===== config.mk =====
export PLATFORM = sky130hd
export DESIGN_NAME = sbqr_responder
export DESIGN_NICKNAME = d
export VERILOG_FILES = /design/src/sbqr_tx.sv /design/src/sbqr_responder.sv
export SDC_FILE = /design/constraint.sdc
export NUM_CORES = 1
export LEC_CHECK = 0
export ABC_AREA = 0
export BUFFER_PORTS_ARGS = -buffer_cell sky130_fd_sc_hd__buf_2
export CAP_MARGIN = 10
export CORE_MARGIN = 2
export CORE_UTILIZATION = 59
export CTS_BUF_LIST = sky130_fd_sc_hd__clkbuf_4
export DETAILED_ROUTE_END_ITERATION = 10
export GPL_ROUTABILITY_DRIVEN = 0
export GPL_TIMING_DRIVEN = 0
export HOLD_SLACK_MARGIN = 0.08
export PLACE_DENSITY = 0.75
export REMOVE_ABC_BUFFERS = 1
export SYNTH_ARGS = -nofsm -noshare
export SYNTH_HDL_FRONTEND = slang
export SYNTH_SLANG_ARGS = --single-unit

===== constraint.sdc =====
create_clock -name clk_sys -period 9.9 [get_ports clk_sys]
set_input_delay 0.495 -clock clk_sys [delete_from_list [all_inputs] [get_ports clk_sys]]
set_output_delay 0.495 -clock clk_sys [all_outputs]
set_load 0.005 [all_outputs]

===== src/sbqr_tx.sv =====
// Shared constants of the boot query responder and its serial byte transmitter.
package sbqr_pkg;
    localparam logic [7:0] SBQR_MATCH1_A = 8'h86;
    localparam logic [7:0] SBQR_MATCH1_B = 8'h30;
    localparam logic [7:0] SBQR_MATCH2_A = 8'h79;
    localparam logic [7:0] SBQR_MATCH2_B = 8'hCF;
    localparam logic [7:0] SBQR_CMD_SUM = 8'h90;
    localparam logic [7:0] SBQR_CMD_ID = 8'hC0;
    localparam logic [7:0] SBQR_FLAG_BLANK = 8'hAA;
    localparam logic [7:0] SBQR_FLAG_USED = 8'h55;
    localparam logic [7:0] SBQR_ERR_CMD = 8'hA1;
    localparam logic [7:0] SBQR_ERR_COMM = 8'hA3;
    localparam logic [7:0] SBQR_ERR_LOCK = 8'h63;
    localparam logic [7:0] SBQR_ID_MARK = 8'h3A;
    localparam logic [7:0] SBQR_ID_COUNT = 8'h13;
    localparam logic [7:0] SBQR_ID_ADDR_LEN = 8'h03;
    localparam logic [7:0] SBQR_ID_RSVD = 8'hFD;
    localparam logic [7:0] SBQR_ROM_SIZE = 8'h80;
    localparam logic [7:0] SBQR_ROM_BLOCKS = 8'h01;
    localparam logic [7:0] SBQR_ROM_START_MID = 8'h80;
    localparam logic [7:0] SBQR_RAM_START_LO = 8'h60;
    localparam logic [7:0] SBQR_RAM_END_LO = 8'h3F;
    localparam logic [7:0] SBQR_BYTE_ZERO = 8'h00;
    localparam logic [7:0] SBQR_BYTE_ONES = 8'hFF;
    localparam logic [7:0] SBQR_RAM_END_MID_DEF = 8'h08;
    localparam logic [4:0] SBQR_ID_PAYLOAD_LEN = 5'h13;
    localparam logic [4:0] SBQR_ID_PAYLOAD_POS = 5'h03;
    localparam logic [4:0] SBQR_ID_LAST = 5'h16;
    localparam logic [4:0] SBQR_SUM_LAST = 5'h02;
    localparam logic [4:0] SBQR_ERR_LAST = 5'h02;
    localparam logic [3:0] SBQR_FRAME_LAST = 4'h9;
    localparam int SBQR_CNT_W = 20;
    localparam int SBQR_MIN_HIGH = 4;

    // Payload of the identification record, counted from the address length byte.
    function automatic logic [7:0] sbqr_id_payload(input logic [4:0] i,
                                                   input logic [7:0] ram_end_mid);
        case (i)
            5'h00: sbqr_id_payload = SBQR_ID_ADDR_LEN; // RL12
            5'h01: sbqr_id_payload = SBQR_ID_RSVD; // RL11
            5'h05: sbqr_id_payload = SBQR_ROM_SIZE; // RL13
            5'h06: sbqr_id_payload = SBQR_ROM_BLOCKS; // RL14
            5'h08: sbqr_id_payload = SBQR_ROM_START_MID; // RL15
            5'h0B, 5'h0C: sbqr_id_payload = SBQR_BYTE_ONES; // RL15
            5'h0F: sbqr_id_payload = SBQR_RAM_START_LO; // RL16
            5'h11: sbqr_id_payload = ram_end_mid; // RL18
            5'h12: sbqr_id_payload = SBQR_RAM_END_LO; // RL16
            default: sbqr_id_payload = SBQR_BYTE_ZERO;
        endcase
    endfunction : sbqr_id_payload

    function automatic logic [7:0] sbqr_id_checksum(input logic [7:0] ram_end_mid);
        logic [7:0] acc;
        acc = 8'h00;
        for (int i = 0; i < int'(SBQR_ID_PAYLOAD_LEN); i++) begin
            acc = acc + sbqr_id_payload(5'(i), ram_end_mid);
        end
        sbqr_id_checksum = 8'h00 - acc; // RL17
    endfunction : sbqr_id_checksum
endpackage : sbqr_pkg

module sbqr_tx import sbqr_pkg::*; #(
    parameter int CNT_W = SBQR_CNT_W
) (
    input wire logic clk_sys, // System clock.
    input wire logic srst, // Synchronous reset, active high.
    input wire logic [CNT_W-1:0] bit_len, // Cycles per bit.
    input wire logic start, // Pulse that loads a byte while idle.
    input wire logic [7:0] data, // Byte to send.
    output logic txd, // Serial line, idle high.
    output logic busy // High while a frame is on the line.
);
    typedef struct packed {
        logic txd;
        logic busy;
        logic [8:0] shf;
        logic [3:0] nbit;
        logic [CNT_W-1:0] div;
    } sbqr_tx_s;

    sbqr_tx_s s_r;
    sbqr_tx_s s_nxt;
    logic tick;

    always_comb begin
        s_nxt = s_r;
        tick = (s_r.div == bit_len - CNT_W'(1));
        if (!s_r.busy) begin
            s_nxt.div = '0;
            if (start) begin
                s_nxt.busy = 1'b1;
                s_nxt.txd = 1'b0;
                s_nxt.shf = {1'b1, data};
                s_nxt.nbit = 4'h0;
            end
        end else if (tick) begin
            s_nxt.div = '0;
            if (s_r.nbit == SBQR_FRAME_LAST) begin
                s_nxt.busy = 1'b0;
            end else begin
                s_nxt.txd = s_r.shf[0];
                s_nxt.shf = {1'b1, s_r.shf[8:1]};
                s_nxt.nbit = s_r.nbit + 4'h1;
            end
        end else begin
            s_nxt.div = s_r.div + CNT_W'(1);
        end
    end

    always_ff @(posedge clk_sys) begin
        if (srst) begin
            s_r <= '{txd: 1'b1, busy: 1'b0, shf: '0, nbit: '0, div: '0};
        end else begin
            s_r <= s_nxt;
        end
    end

    assign txd = s_r.txd;
    assign busy = s_r.busy;

    idle_line_a: assert property (@(posedge clk_sys) disable iff (srst)
        !busy |-> txd) else $error("Line not high while idle.");
endmodule : sbqr_tx


===== src/sbqr_responder.sv =====
// Boot link responder: baud lock, matching bytes and the checksum and identity replies.
// Overview of operation
// RL1 - First matching byte sets baud, echoed back.
// RL2 - Second matching byte echoed if valid, else silent.
// RL3 - Bad command sends error code thrice, halts.
// RL4 - Security lock halts until hardware reset.
// RL5 - Communication error sends error code thrice, halts.
// RL6 - Checksum command is not echoed.
// RL7 - Blank flag distinguishes all-erased from programmed.
// RL8 - Checksum high byte then low byte follow.
// RL9 - After a reply, wait for next command.
// RL10 - Identity command echoed, then start mark.
// RL11 - Count byte, reserved byte, three zeros.
// RL12 - First payload byte is address length code.
// RL13 - ROM size code at fixed position.
// RL14 - ROM block count reports one block.
// RL15 - Writable flash start and end addresses.
// RL16 - RAM loader start and end addresses.
// RL17 - Record ends with two's complement checksum.
// RL18 - RAM end middle byte keeps range contiguous.
module sbqr_responder import sbqr_pkg::*; #(
    parameter logic [7:0] RAM_END_MID = SBQR_RAM_END_MID_DEF,
    parameter int CNT_W = SBQR_CNT_W
) (
    input wire logic clk_sys, // System clock, 25 MHz.
    input wire logic srst, // Synchronous reset, active high.
    input wire logic rxd, // Serial line from the controller.
    input wire logic sec_lock, // Flash security enabled.
    input wire logic sum_blank, // Every summed flash byte is erased.
    input wire logic [15:0] sum_val, // Flash checksum.
    output logic txd, // Serial line to the controller.
    output logic link_halted // Link stopped until reset.
);
    typedef enum logic [3:0] {
        ST_AB_IDLE = 4'b0000,
        ST_AB_LOW = 4'b0001,
        ST_AB_HIGH = 4'b0010,
        ST_AB_TAIL = 4'b0011,
        ST_RX_IDLE = 4'b0100,
        ST_RX_START = 4'b0101,
        ST_RX_BITS = 4'b0110,
        ST_RX_STOP = 4'b0111,
        ST_TX_GO = 4'b1000,
        ST_TX_WAIT = 4'b1001,
        ST_HALT = 4'b1010
    } sbqr_state_e;

    typedef enum logic [1:0] {
        RP_ECHO = 2'b00,
        RP_SUM = 2'b01,
        RP_ID = 2'b10,
        RP_ERR = 2'b11
    } sbqr_reply_e;

    typedef struct packed {
        logic rx_s1;
        logic rx_s2;
        logic rx_s3;
        logic rx_lvl;
        sbqr_state_e st;
        sbqr_reply_e rp;
        logic ph_cmd;
        logic halted;
        logic [CNT_W-1:0] cnt;
        logic [CNT_W-1:0] lo_len;
        logic [CNT_W-1:0] bit_len;
        logic [2:0] bitn;
        logic [7:0] sh;
        logic [7:0] echo;
        logic [4:0] idx;
        logic [4:0] last;
    } sbqr_main_s;

    localparam logic [7:0] ID_CKS = sbqr_id_checksum(RAM_END_MID);

    sbqr_main_s s_r;
    sbqr_main_s s_nxt;
    logic [7:0] tx_byte;
    logic tx_busy;
    logic [CNT_W-1:0] half;
    logic [CNT_W+3:0] hx;
    logic [CNT_W+3:0] lx;
    logic is86;
    logic is30;

    sbqr_tx #(.CNT_W(CNT_W)) u_tx (
        .clk_sys(clk_sys),
        .srst(srst),
        .bit_len(s_r.bit_len),
        .start(s_r.st == ST_TX_GO),
        .data(tx_byte),
        .txd(txd),
        .busy(tx_busy)
    );

    // Byte on offer to the transmitter for the current reply position.
    always_comb begin
        tx_byte = s_r.echo;
        case (s_r.rp)
            RP_SUM: begin
                if (s_r.idx == 5'h00) begin
                    tx_byte = sum_blank ? SBQR_FLAG_BLANK : SBQR_FLAG_USED; // RL7
                end else if (s_r.idx == 5'h01) begin
                    tx_byte = sum_val[15:8]; // RL8
                end else begin
                    tx_byte = sum_val[7:0]; // RL8
                end
            end
            RP_ID: begin
                if (s_r.idx == 5'h00) begin
                    tx_byte = s_r.echo; // RL10
                end else if (s_r.idx == 5'h01) begin
                    tx_byte = SBQR_ID_MARK; // RL10
                end else if (s_r.idx == 5'h02) begin
                    tx_byte = SBQR_ID_COUNT; // RL11
                end else if (s_r.idx == SBQR_ID_LAST) begin
                    tx_byte = ID_CKS; // RL17
                end else begin
                    tx_byte = sbqr_id_payload(s_r.idx - SBQR_ID_PAYLOAD_POS,
                                              RAM_END_MID); // RL12 RL13 RL14 RL15 RL16 RL18
                end
            end
            default: tx_byte = s_r.echo;
        endcase
    end

    always_comb begin
        s_nxt = s_r;
        s_nxt.rx_s1 = rxd;
        s_nxt.rx_s2 = s_r.rx_s1;
        s_nxt.rx_s3 = s_r.rx_s2;
        // A level counts only once two successive samples agree.
        if (s_r.rx_s2 == s_r.rx_s3) begin
            s_nxt.rx_lvl = s_r.rx_s3;
        end
        half = s_r.bit_len >> 1;
        // The high run after the first low run is two bits for either matching byte,
        // so the low run relative to it tells the two bytes apart.
        hx = {4'h0, s_r.cnt};
        lx = {2'b00, s_r.lo_len, 2'b00};
        is86 = (lx >= hx + (hx << 1)) && (lx <= hx + (hx << 2));
        is30 = (lx >= (hx << 3)) && (lx <= (hx << 3) + (hx << 2));
        case (s_r.st)
            ST_AB_IDLE: begin
                s_nxt.cnt = '0;
                if (!s_r.rx_lvl) begin
                    s_nxt.st = ST_AB_LOW;
                end
            end
            ST_AB_LOW: begin
                s_nxt.cnt = s_r.cnt + CNT_W'(1);
                if (s_r.rx_lvl) begin
                    s_nxt.lo_len = s_r.cnt;
                    s_nxt.cnt = '0;
                    s_nxt.st = ST_AB_HIGH;
                end else if (&s_r.cnt) begin
                    s_nxt.st = ST_AB_IDLE;
                end
            end
            ST_AB_HIGH: begin
                s_nxt.cnt = s_r.cnt + CNT_W'(1);
                if (!s_r.rx_lvl) begin
                    s_nxt.cnt = '0;
                    s_nxt.st = ST_AB_IDLE;
                    if ((is86 || is30) && s_r.cnt >= CNT_W'(SBQR_MIN_HIGH)) begin
                        // The run counter ends one short of the true run, so round up.
                        s_nxt.bit_len = (s_r.cnt >> 1) + CNT_W'(s_r.cnt[0]); // RL1
                        s_nxt.echo = is86 ? SBQR_MATCH1_A : SBQR_MATCH1_B; // RL1
                        s_nxt.st = ST_AB_TAIL;
                    end
                end else if (&s_r.cnt) begin
                    s_nxt.st = ST_AB_IDLE;
                end
            end
            ST_AB_TAIL: begin
                // Answer only once the line has sat high for one and a half bit times without a break.
                s_nxt.cnt = s_r.rx_lvl ? s_r.cnt + CNT_W'(1) : '0;
                if (s_r.cnt == s_r.bit_len + half) begin
                    s_nxt.rp = RP_ECHO; // RL1
                    s_nxt.ph_cmd = 1'b0;
                    s_nxt.idx = '0;
                    s_nxt.last = '0;
                    s_nxt.st = ST_TX_GO;
                end
            end
            ST_RX_IDLE: begin
                s_nxt.cnt = '0;
                if (!s_r.rx_lvl) begin
                    s_nxt.st = ST_RX_START;
                end
            end
            ST_RX_START: begin
                s_nxt.cnt = s_r.cnt + CNT_W'(1);
                if (s_r.cnt == half) begin
                    s_nxt.cnt = '0;
                    s_nxt.bitn = '0;
                    s_nxt.st = s_r.rx_lvl ? ST_RX_IDLE : ST_RX_BITS;
                end
            end
            ST_RX_BITS: begin
                s_nxt.cnt = s_r.cnt + CNT_W'(1);
                if (s_r.cnt == s_r.bit_len - CNT_W'(1)) begin
                    s_nxt.cnt = '0;
                    s_nxt.sh = {s_r.rx_lvl, s_r.sh[7:1]};
                    s_nxt.bitn = s_r.bitn + 3'h1;
                    if (s_r.bitn == 3'h7) begin
                        s_nxt.st = ST_RX_STOP;
                    end
                end
            end
            ST_RX_STOP: begin
                s_nxt.cnt = s_r.cnt + CNT_W'(1);
                if (s_r.cnt == s_r.bit_len - CNT_W'(1)) begin
                    s_nxt.cnt = '0;
                    s_nxt.idx = '0;
                    s_nxt.st = ST_TX_GO;
                    s_nxt.rp = RP_ERR;
                    s_nxt.last = SBQR_ERR_LAST;
                    if (!s_r.ph_cmd) begin
                        if (s_r.rx_lvl && (s_r.sh == SBQR_MATCH2_A || s_r.sh == SBQR_MATCH2_B)) begin
                            s_nxt.echo = s_r.sh; // RL2
                            s_nxt.rp = RP_ECHO;
                            s_nxt.last = '0;
                            s_nxt.ph_cmd = 1'b1;
                        end else begin
                            // A bad second byte sends nothing and starts over at baud lock.
                            s_nxt.st = ST_AB_IDLE; // RL2
                        end
                    end else if (!s_r.rx_lvl) begin
                        s_nxt.echo = SBQR_ERR_COMM; // RL5
                    end else if (sec_lock) begin
                        s_nxt.echo = SBQR_ERR_LOCK; // RL4
                    end else if (s_r.sh == SBQR_CMD_SUM) begin
                        s_nxt.rp = RP_SUM; // RL6
                        s_nxt.last = SBQR_SUM_LAST;
                    end else if (s_r.sh == SBQR_CMD_ID) begin
                        s_nxt.echo = s_r.sh; // RL10
                        s_nxt.rp = RP_ID;
                        s_nxt.last = SBQR_ID_LAST;
                    end else begin
                        s_nxt.echo = SBQR_ERR_CMD; // RL3
                    end
                end
            end
            ST_TX_GO: begin
                s_nxt.st = ST_TX_WAIT;
            end
            ST_TX_WAIT: begin
                if (!tx_busy) begin
                    if (s_r.idx != s_r.last) begin
                        s_nxt.idx = s_r.idx + 5'h01;
                        s_nxt.st = ST_TX_GO;
                    end else if (s_r.rp == RP_ERR) begin
                        s_nxt.halted = 1'b1; // RL3
                        s_nxt.st = ST_HALT;
                    end else begin
                        s_nxt.st = ST_RX_IDLE; // RL9
                    end
                end
            end
            ST_HALT: begin
                // Only reset leaves this state, so a locked part stays silent.
                s_nxt.st = ST_HALT; // RL4
            end
            default: s_nxt.st = ST_AB_IDLE;
        endcase
    end

    always_ff @(posedge clk_sys) begin
        if (srst) begin
            s_r <= '{rx_s1: 1'b1, rx_s2: 1'b1, rx_s3: 1'b1, rx_lvl: 1'b1, st: ST_AB_IDLE,
                     rp: RP_ECHO, ph_cmd: 1'b0, halted: 1'b0, default: '0};
        end else begin
            s_r <= s_nxt;
        end
    end

    assign link_halted = s_r.halted;

    // Running sum of the identity payload, kept only for checking the closing byte.
    logic [7:0] chk_acc;
    always_ff @(posedge clk_sys) begin
        if (srst || s_r.st != ST_TX_GO || s_r.rp != RP_ID || s_r.idx < SBQR_ID_PAYLOAD_POS) begin
            if (srst || s_r.rp != RP_ID || s_r.idx < SBQR_ID_PAYLOAD_POS) begin
                chk_acc <= 8'h00;
            end
        end else begin
            chk_acc <= chk_acc + tx_byte;
        end
    end

    ab_echo_a: assert property (@(posedge clk_sys) disable iff (srst) // RL1
        (s_r.st == ST_TX_GO && s_r.rp == RP_ECHO && !s_r.ph_cmd) |->
        (tx_byte == SBQR_MATCH1_A || tx_byte == SBQR_MATCH1_B) && s_r.bit_len != '0)
        else $error("First echo is not a matching byte.");
    m2_echo_a: assert property (@(posedge clk_sys) disable iff (srst) // RL2
        (s_r.st == ST_TX_GO && s_r.rp == RP_ECHO && s_r.ph_cmd) |->
        (tx_byte == SBQR_MATCH2_A || tx_byte == SBQR_MATCH2_B))
        else $error("Second echo is not a matching byte.");
    err_code_a: assert property (@(posedge clk_sys) disable iff (srst) // RL3
        (s_r.st == ST_TX_GO && s_r.rp == RP_ERR) |->
        // The first error byte follows some other byte on offer, so only repeats must match.
        (tx_byte == SBQR_ERR_CMD || tx_byte == SBQR_ERR_COMM || tx_byte == SBQR_ERR_LOCK)
        && (s_r.idx == 5'h00 || $stable(tx_byte)))
        else $error("Error reply byte is wrong.");
    halt_entry_a: assert property (@(posedge clk_sys) disable iff (srst) // RL3
        (s_r.st == ST_TX_WAIT && !tx_busy && s_r.rp == RP_ERR && s_r.idx == SBQR_ERR_LAST)
        |=> s_r.st == ST_HALT ##1 s_r.st == ST_HALT && link_halted)
        else $error("No halt after the third error byte.");
    halt_hold_a: assert property (@(posedge clk_sys) disable iff (srst) // RL4
        link_halted |=> link_halted && s_r.st == ST_HALT && !tx_busy)
        else $error("Halted link became active.");
    sum_no_echo_a: assert property (@(posedge clk_sys) disable iff (srst) // RL6
        (s_r.st == ST_RX_STOP && s_nxt.st == ST_TX_GO && s_nxt.rp == RP_SUM) |=>
        s_r.idx == 5'h00 && tx_byte != SBQR_CMD_SUM)
        else $error("Checksum command was echoed.");
    sum_flag_a: assert property (@(posedge clk_sys) disable iff (srst) // RL7
        (s_r.st == ST_TX_GO && s_r.rp == RP_SUM && s_r.idx == 5'h00) |->
        tx_byte == (sum_blank ? SBQR_FLAG_BLANK : SBQR_FLAG_USED))
        else $error("Blank flag wrong.");
    sum_order_a: assert property (@(posedge clk_sys) disable iff (srst) // RL8
        (s_r.st == ST_TX_GO && s_r.rp == RP_SUM && s_r.idx != 5'h00) |->
        tx_byte == ((s_r.idx == 5'h01) ? sum_val[15:8] : sum_val[7:0]))
        else $error("Checksum bytes out of order.");
    reply_end_a: assert property (@(posedge clk_sys) disable iff (srst) // RL9
        (s_r.st == ST_TX_WAIT && !tx_busy && s_r.idx == s_r.last && s_r.rp != RP_ERR)
        |=> s_r.st == ST_RX_IDLE && !link_halted)
        else $error("Reply did not return to command wait.");
    id_mark_a: assert property (@(posedge clk_sys) disable iff (srst) // RL10
        (s_r.st == ST_TX_GO && s_r.rp == RP_ID && s_r.idx <= 5'h01) |->
        tx_byte == ((s_r.idx == 5'h00) ? SBQR_CMD_ID : SBQR_ID_MARK))
        else $error("Identity echo or mark wrong.");
    id_count_a: assert property (@(posedge clk_sys) disable iff (srst) // RL11
        (s_r.st == ST_TX_GO && s_r.rp == RP_ID && s_r.idx == 5'h02) |->
        tx_byte == SBQR_ID_COUNT && s_r.last == SBQR_ID_LAST)
        else $error("Identity count byte wrong.");
    id_cks_a: assert property (@(posedge clk_sys) disable iff (srst) // RL17
        (s_r.st == ST_TX_GO && s_r.rp == RP_ID && s_r.idx == SBQR_ID_LAST) |->
        8'(chk_acc + tx_byte) == 8'h00)
        else $error("Identity checksum wrong.");
endmodule : sbqr_responder


Word-level counts from Yosys, hierarchy flattened --
Memory sizes are Yosys's and may differ from the RTL's. Index checks and enable logic that the tools add are counted.
Word-level totals: bits in registers 136, latch bits 0, memory bits (writable) 0, ROM bits 256, bits of input ports 21, output and inout bits 2, word-level logic and storage cells 185, memories 1
Memories:
- (name not given) | words 32, bits a word 8, read ports 1, clocked after memory_dff 0, wr ports 0, RTL line sbqr_tx.sv:38 | case (i)
Operators by class: $add $sub $neg 12, multiply operators 0, div/mod/pow operators 0, $lt $le $gt $ge 5, equality and inequality tests 43, shift operators 0, mux-type cells 71, bitwise logic cells 3, reduce and logical (&&, ||, !) cells 29
Operators by type and width (number):
- two-way mux 8 bit | 16
- case mux 20 bit (5 select lines) | 1
- two-way mux 20 bit | 4
- equality test 20 bit | 3
- two-way mux 4 bit | 13
- case mux 4 bit (11 select lines) | 1
- adder 20 x 1 -> 20 bit, second input constant | 2
- two-way mux 40 bit | 1
- two-way mux 35 bit | 1
- two-way mux 5 bit | 7
- case mux 8 bit (2 select lines) | 2
- two-way mux 15 bit | 2
- inequality test 2 bit, second input constant | 13
- adder 23 x 22 -> 24 bit | 1
- equality test 8 bit, second input constant | 3
- less-or-equal comparator 22 x 24 -> 1 bit | 1
- adder 20 x 22 -> 23 bit | 1
- >= comparator 22 x 23 -> 1 bit | 1
- less-or-equal comparator 22 x 23 -> 1 bit | 1
- adder 20 x 21 -> 22 bit | 1
- >= comparator 22 bit | 1
- adder 19 x 1 -> 20 bit | 1
- adder 20 x 19 -> 20 bit | 1
- equality test 20 x 19 -> 1 bit | 1
- other kinds (49) | 84

Longest topological paths before layout --
An unclocked memory read counts as a cell.
word-level depth 9, gate-level depth with buffers 26

By module --
A second synthesis with hierarchy kept.
Unflattened totals: cells, all modules 1854, area, all modules 14152.3 um2
Modules (own cells, without submodules):
- sbqr_responder | instances 1, cells an instance 1556, area an instance 11807.6 um2
- sbqr_tx | instances 1, cells an instance 298, area an instance 2344.7 um2

Least setup slack after synthesis --
Ideal clock, no wire load.
kind reg2reg, start point register s_r (netlist bit hx[6]), end point register s_r[13] (netlist name), arrival 4.858 ns, data required time 9.784 ns, slack 4.926 ns, cell stages (with the launch flop) 24, period minus slack after synthesis 4.974 ns, cells stage by stage dfxtp_1 -> clkbuf_1 -> inv_1 -> ha_1 -> a21oi_1 -> a21oi_1 -> or3_1 -> nor2_1 -> nor2_1 -> a211o_2 -> a21oi_1 -> xor2_1 -> ha_1 -> and4_1 -> nand4_1 -> a31o_2 -> a21oi_1 -> maj3_1 -> maj3_1 -> nand3_1 -> a22oi_1 -> clkbuf_1 -> a21oi_1 -> a41o_1
Between the ends: longest elaborated chain between the ends 7
Ends and longest elaborated chain:
- start: declaration | RTL line sbqr_responder.sv:76 | sbqr_main_s s_r;
- start signal: assignment | RTL line sbqr_responder.sv:271 | s_r <= '{rx_s1: 1'b1, rx_s2: 1'b1, rx_s3: 1'b1, rx_lvl: 1'b1, st: ST_AB_IDLE,
- start signal: assignment | RTL line sbqr_responder.sv:274 | s_r <= s_nxt;
- adder 23 x 22 -> 24 bit (tied with other cells) | RTL line sbqr_responder.sv:142 | is30 = (lx >= (hx << 3)) && (lx <= (hx << 3) + (hx << 2));
- less-or-equal comparator 22 x 24 -> 1 bit (tied with other cells) | RTL line sbqr_responder.sv:142
- logical AND 1 bit, on equally long branches | RTL line sbqr_responder.sv:142, sbqr_responder.sv:141
- logical OR 1 bit | RTL line sbqr_responder.sv:165 | if ((is86 || is30) && s_r.cnt >= CNT_W'(SBQR_MIN_HIGH)) begin
- logical AND 1 bit | RTL line sbqr_responder.sv:165
- inequality test 2 bit (no source line)
- AND reduction 6 bit (no source line) *
Every way passes the cells marked *; elsewhere a longest branch is shown, timed or not. A chain may end at the register's enable or synchronous reset.

Worst setup path in the final report --
start point register s_r (netlist bit hx[3]), end point register s_r[93] (netlist name)
Between the ends: longest elaborated chain between the ends 8
Ends and longest elaborated chain:
- adder 23 x 22 -> 24 bit (tied with other cells) | RTL line sbqr_responder.sv:142
- less-or-equal comparator 22 x 24 -> 1 bit (tied with other cells) | RTL line sbqr_responder.sv:142
- logical AND 1 bit, on equally long branches | RTL line sbqr_responder.sv:142, sbqr_responder.sv:141
- logical OR 1 bit | RTL line sbqr_responder.sv:165
- logical AND 1 bit | RTL line sbqr_responder.sv:165
- two-way mux 2 bit | RTL line sbqr_responder.sv:165
- two-way mux 4 bit | RTL line sbqr_responder.sv:162 | if (!s_r.rx_lvl) begin
- case mux 4 bit (11 select lines) | RTL line sbqr_responder.sv:143 | case (s_r.st)
Parallel ways exist; a longest one is shown, timed or not.

==> flow_summary.yaml <==
run_status:
  status: "finished clean"
sta:
  finClkSkew_ps: 28.46
  post-route-min-period_ps: 6766
  fin_crit_sh_pct: 68.34
  tns_ps: 0
  drv_slew: 0
  rsz0062_at_grt: "no"
  setup_slack_ps: 3134
  tightestPinTransition_ps: 1160
  setup_viol: 0
  final-hold-violation-count: 0
  fmax_mhz: 147.8
  slew_headroom_pct: 22.65
  finalHoldWorstSlack_ps: 296.3
floorplan:
  dieArea_um2: 24060
  io_pins: 23
  fp-row-count: 55
  initial_utilization_pct: 59.86
  die_height_um: 155.1
  core_um2: 22500
  fp.dieW_um: 155.1
synth:
  synth_top_area_share_pct: 19.77
  synth_edf_count: 0
  ys_types: 90
  synth_ff_type: "dfxtp_1"
  syn-cell-area_um2: 13470
  postSynthAreaPerCell_um2: 7.719
  ys_seq_elements: 133
  netlist_instances: 1745
  synth-seq-area-share_pct: 19.77
  async_flop_share_pct: 0
  synth_area_leaders: "dfxtp_1 20%, ha_1 17%, xnor2_1 6.3%"
  yosysTopAreaCell: "dfxtp_1"
  yosysWarnings: 0
power_and_ir_drop:
  p_leak_nw: 5.835
  power.density_nw_per_um2: 72.97
  peakVddDrop_mv: 0.06352
grt:
  gr-total-overflow: 0
  grt_pass1_wl_um: 57990
  antenna_found_initial: 1
  grt_max_degree: 65
  grt_use_total_pct: 29.42
  grt_pass1_vias: 11740
layout:
  layout_common_cells: "184 x ha_1, 182 x nand2_1, 150 x nor2_1, 150 x a21oi_1, 133 x dfxtp_1"
  area_growth_pct: 3.223
  drive_gt1_share_pct: 5.349
  fin_nets: 1915
  fin_cells: 2006
  nFillCells: 2092
  mostFrequentLayoutCell: "ha_1"
drt:
  wire_per_inst_um: 17.75
  drc: 0
  via_per_inst: 6.304
  drtIter0Drc: 807
  postRouteAntennaNets: 0
  routed_wl_um: 35600
  via_count: 12650
  firstDrtPassIters: 6
cts:
  cts_buffers: 17
  clkTransAtPathRegs_ps: 150
  cts.sinks: 133
  cts.repair.resized: 0
  clock_latency_ps: 620
  cts_tree: "done"
  h-tree-depth: 4
  clk_path_buf_depth: 2
  root_buffer: "clkbuf_4"
min_path:
  hold_path_depth: 4
  hold_class: "in -> reg"
critical_path:
  critPathMaxFanout: 40
  cp.arrival_ps: 7290
  cp-end-kind: "flip-flop"
  start_kind: "flip-flop"
  cp_data_required_time_ps: 10420
  rr_worst_depth: 24
  crit_type: "reg -> reg"
job:
  maxCapViolations: 0
place:
  port_buffers: 22
  placed_cells: 1972
  place_ws_ps: 3151
  detailed_place_hpwl_um: 27450
[final timing paths]
check	slack [ps]	to	start
max	3130	s_r[93]	hx[3]
min	300	s_r[2]	sec_lock
max reg2reg	3130	s_r[93]	hx[3]
min reg2reg	430	s_nxt[98]	s_nxt[99]
[logic make-up (layout without fill, tap and decap cells)]
| logic type | Yosys count | after routing | synth area share (%) |
|---|---|---|---|
| AND/OR/NAND/NOR | 603 | 603 | 21.49 |
| adder cells (fa/ha/maj) | 191 | 191 | 17.85 |
| other | 0 | 1 | 0 |
| buffers and inverters | 169 | 144 | 5.006 |
| flip-flops | 133 | 133 | 19.77 |
| AO/OA/AOI/OAI | 458 | 458 | 22.22 |
| XOR/XNOR | 175 | 175 | 12.46 |
| multiplexers | 16 | 16 | 1.207 |
[final cells by class]
type | instances | area, µm² | area share [%]
clock buffer | 17 | 127.6 | 0.9178
timing repair buffer | 26 | 155.1 | 1.116
inverter | 86 | 322.8 | 2.322
tap | 285 | 356.6 | 2.565
antenna | 1 | 2.502 | 0.01800
multi-input combinational | 1443 | 10140 | 72.93
clock inverter | 15 | 136.4 | 0.9808
sequential | 133 | 2663 | 19.15
[synth_stat cells, types with 6 or more instances]
cell / n
o21ai_0: 87
nand3b_1: 6
o21a_1: 14
a21o_1: 26
buf_2: 6
inv_1: 86
and2_1: 13
xor2_1: 67
nand3_1: 61
o21bai_1: 6
o31ai_1: 10
a2111oi_0: 7
o211ai_1: 13
ha_1: 184
clkbuf_1: 67
dfxtp_1: 133
o32ai_1: 10
nor2b_1: 22
nor4_1: 18
nand2_1: 182
nand4_1: 41
xnor3_1: 10
a21oi_1: 150
a31oi_1: 21
o22ai_1: 6
mux2i_1: 14
a22oi_1: 12
nand2b_1: 20
a211oi_1: 26
nor2_1: 150
nor3_1: 29
xnor2_1: 97
and3_1: 17
a211o_1: 7
or3_1: 15
[what timing repair did]
action,in CTS,in global routing
buffers inserted,0,0
endpoints found under the hold margin,1,0
hold buffers,1,0
[per-layer routing]
layer	GRT usage (%)	share of wire, %	vias up
li1	-	-	6213
met5	0	0	-
met1	40.33	47	5941
met4	11.42	3.3	0
met2	47.34	45	408
met3	3.538	5.5	84
[critical path, stage by stage (launching register included)]
cell and delay [ps]:
dfxtp_1 750, ha_1 350, a21o_1 180, a21oi_1 200
o21ai_0 150, a31o_2 290, a41oi_1 250, nor2_1 80
o21ai_0 230, a21bo_2 200, nand2b_1 50, a21oi_1 160
xor2_1 100, ha_1 300, nand4_1 120, nor4_1 590
nand2_1 150, a21oi_1 270, a2111oi_0 110, or3_1 360
o21ai_0 370, o31ai_4 180, o21ai_4 810, o211ai_1 170
a22o_1 240
[where the power goes]
| part | internal, mW | switching, mW | leakage, nW |
|---|---|---|---|
| Combinational | 0.0263 | 0.0578 | 4.62 |
| Clock | 0.111 | 0.267 | 0.140 |
| Sequential | 0.543 | 0.00953 | 1.07 |
| Total | 0.680 | 0.335 | 5.84 |
[metrics by stage]
| stage | power, mW | area [µm²] | util, % |
|---|---|---|---|
| after floorplan | 0.6130 | 13120 | - |
| after global placement | 0.6437 | 13590 | 60.37 |
| after detailed placement | 0.6465 | 13630 | 60.56 |
| after CTS | 1.015 | 13900 | 61.78 |
| after global routing | 1.050 | 13900 | 61.79 |
| final | 1.015 | 13900 | 61.79 |
[registers in the layout, indices dropped and copies added (netlist names)]
signal,count
u_tx.busy,1
half,19
u_tx.txd,1
lx,20
s_r,36
s_nxt,2
u_tx.s_r,33
link_halted,1
hx,20
Power figures use the tool's default switching activity.
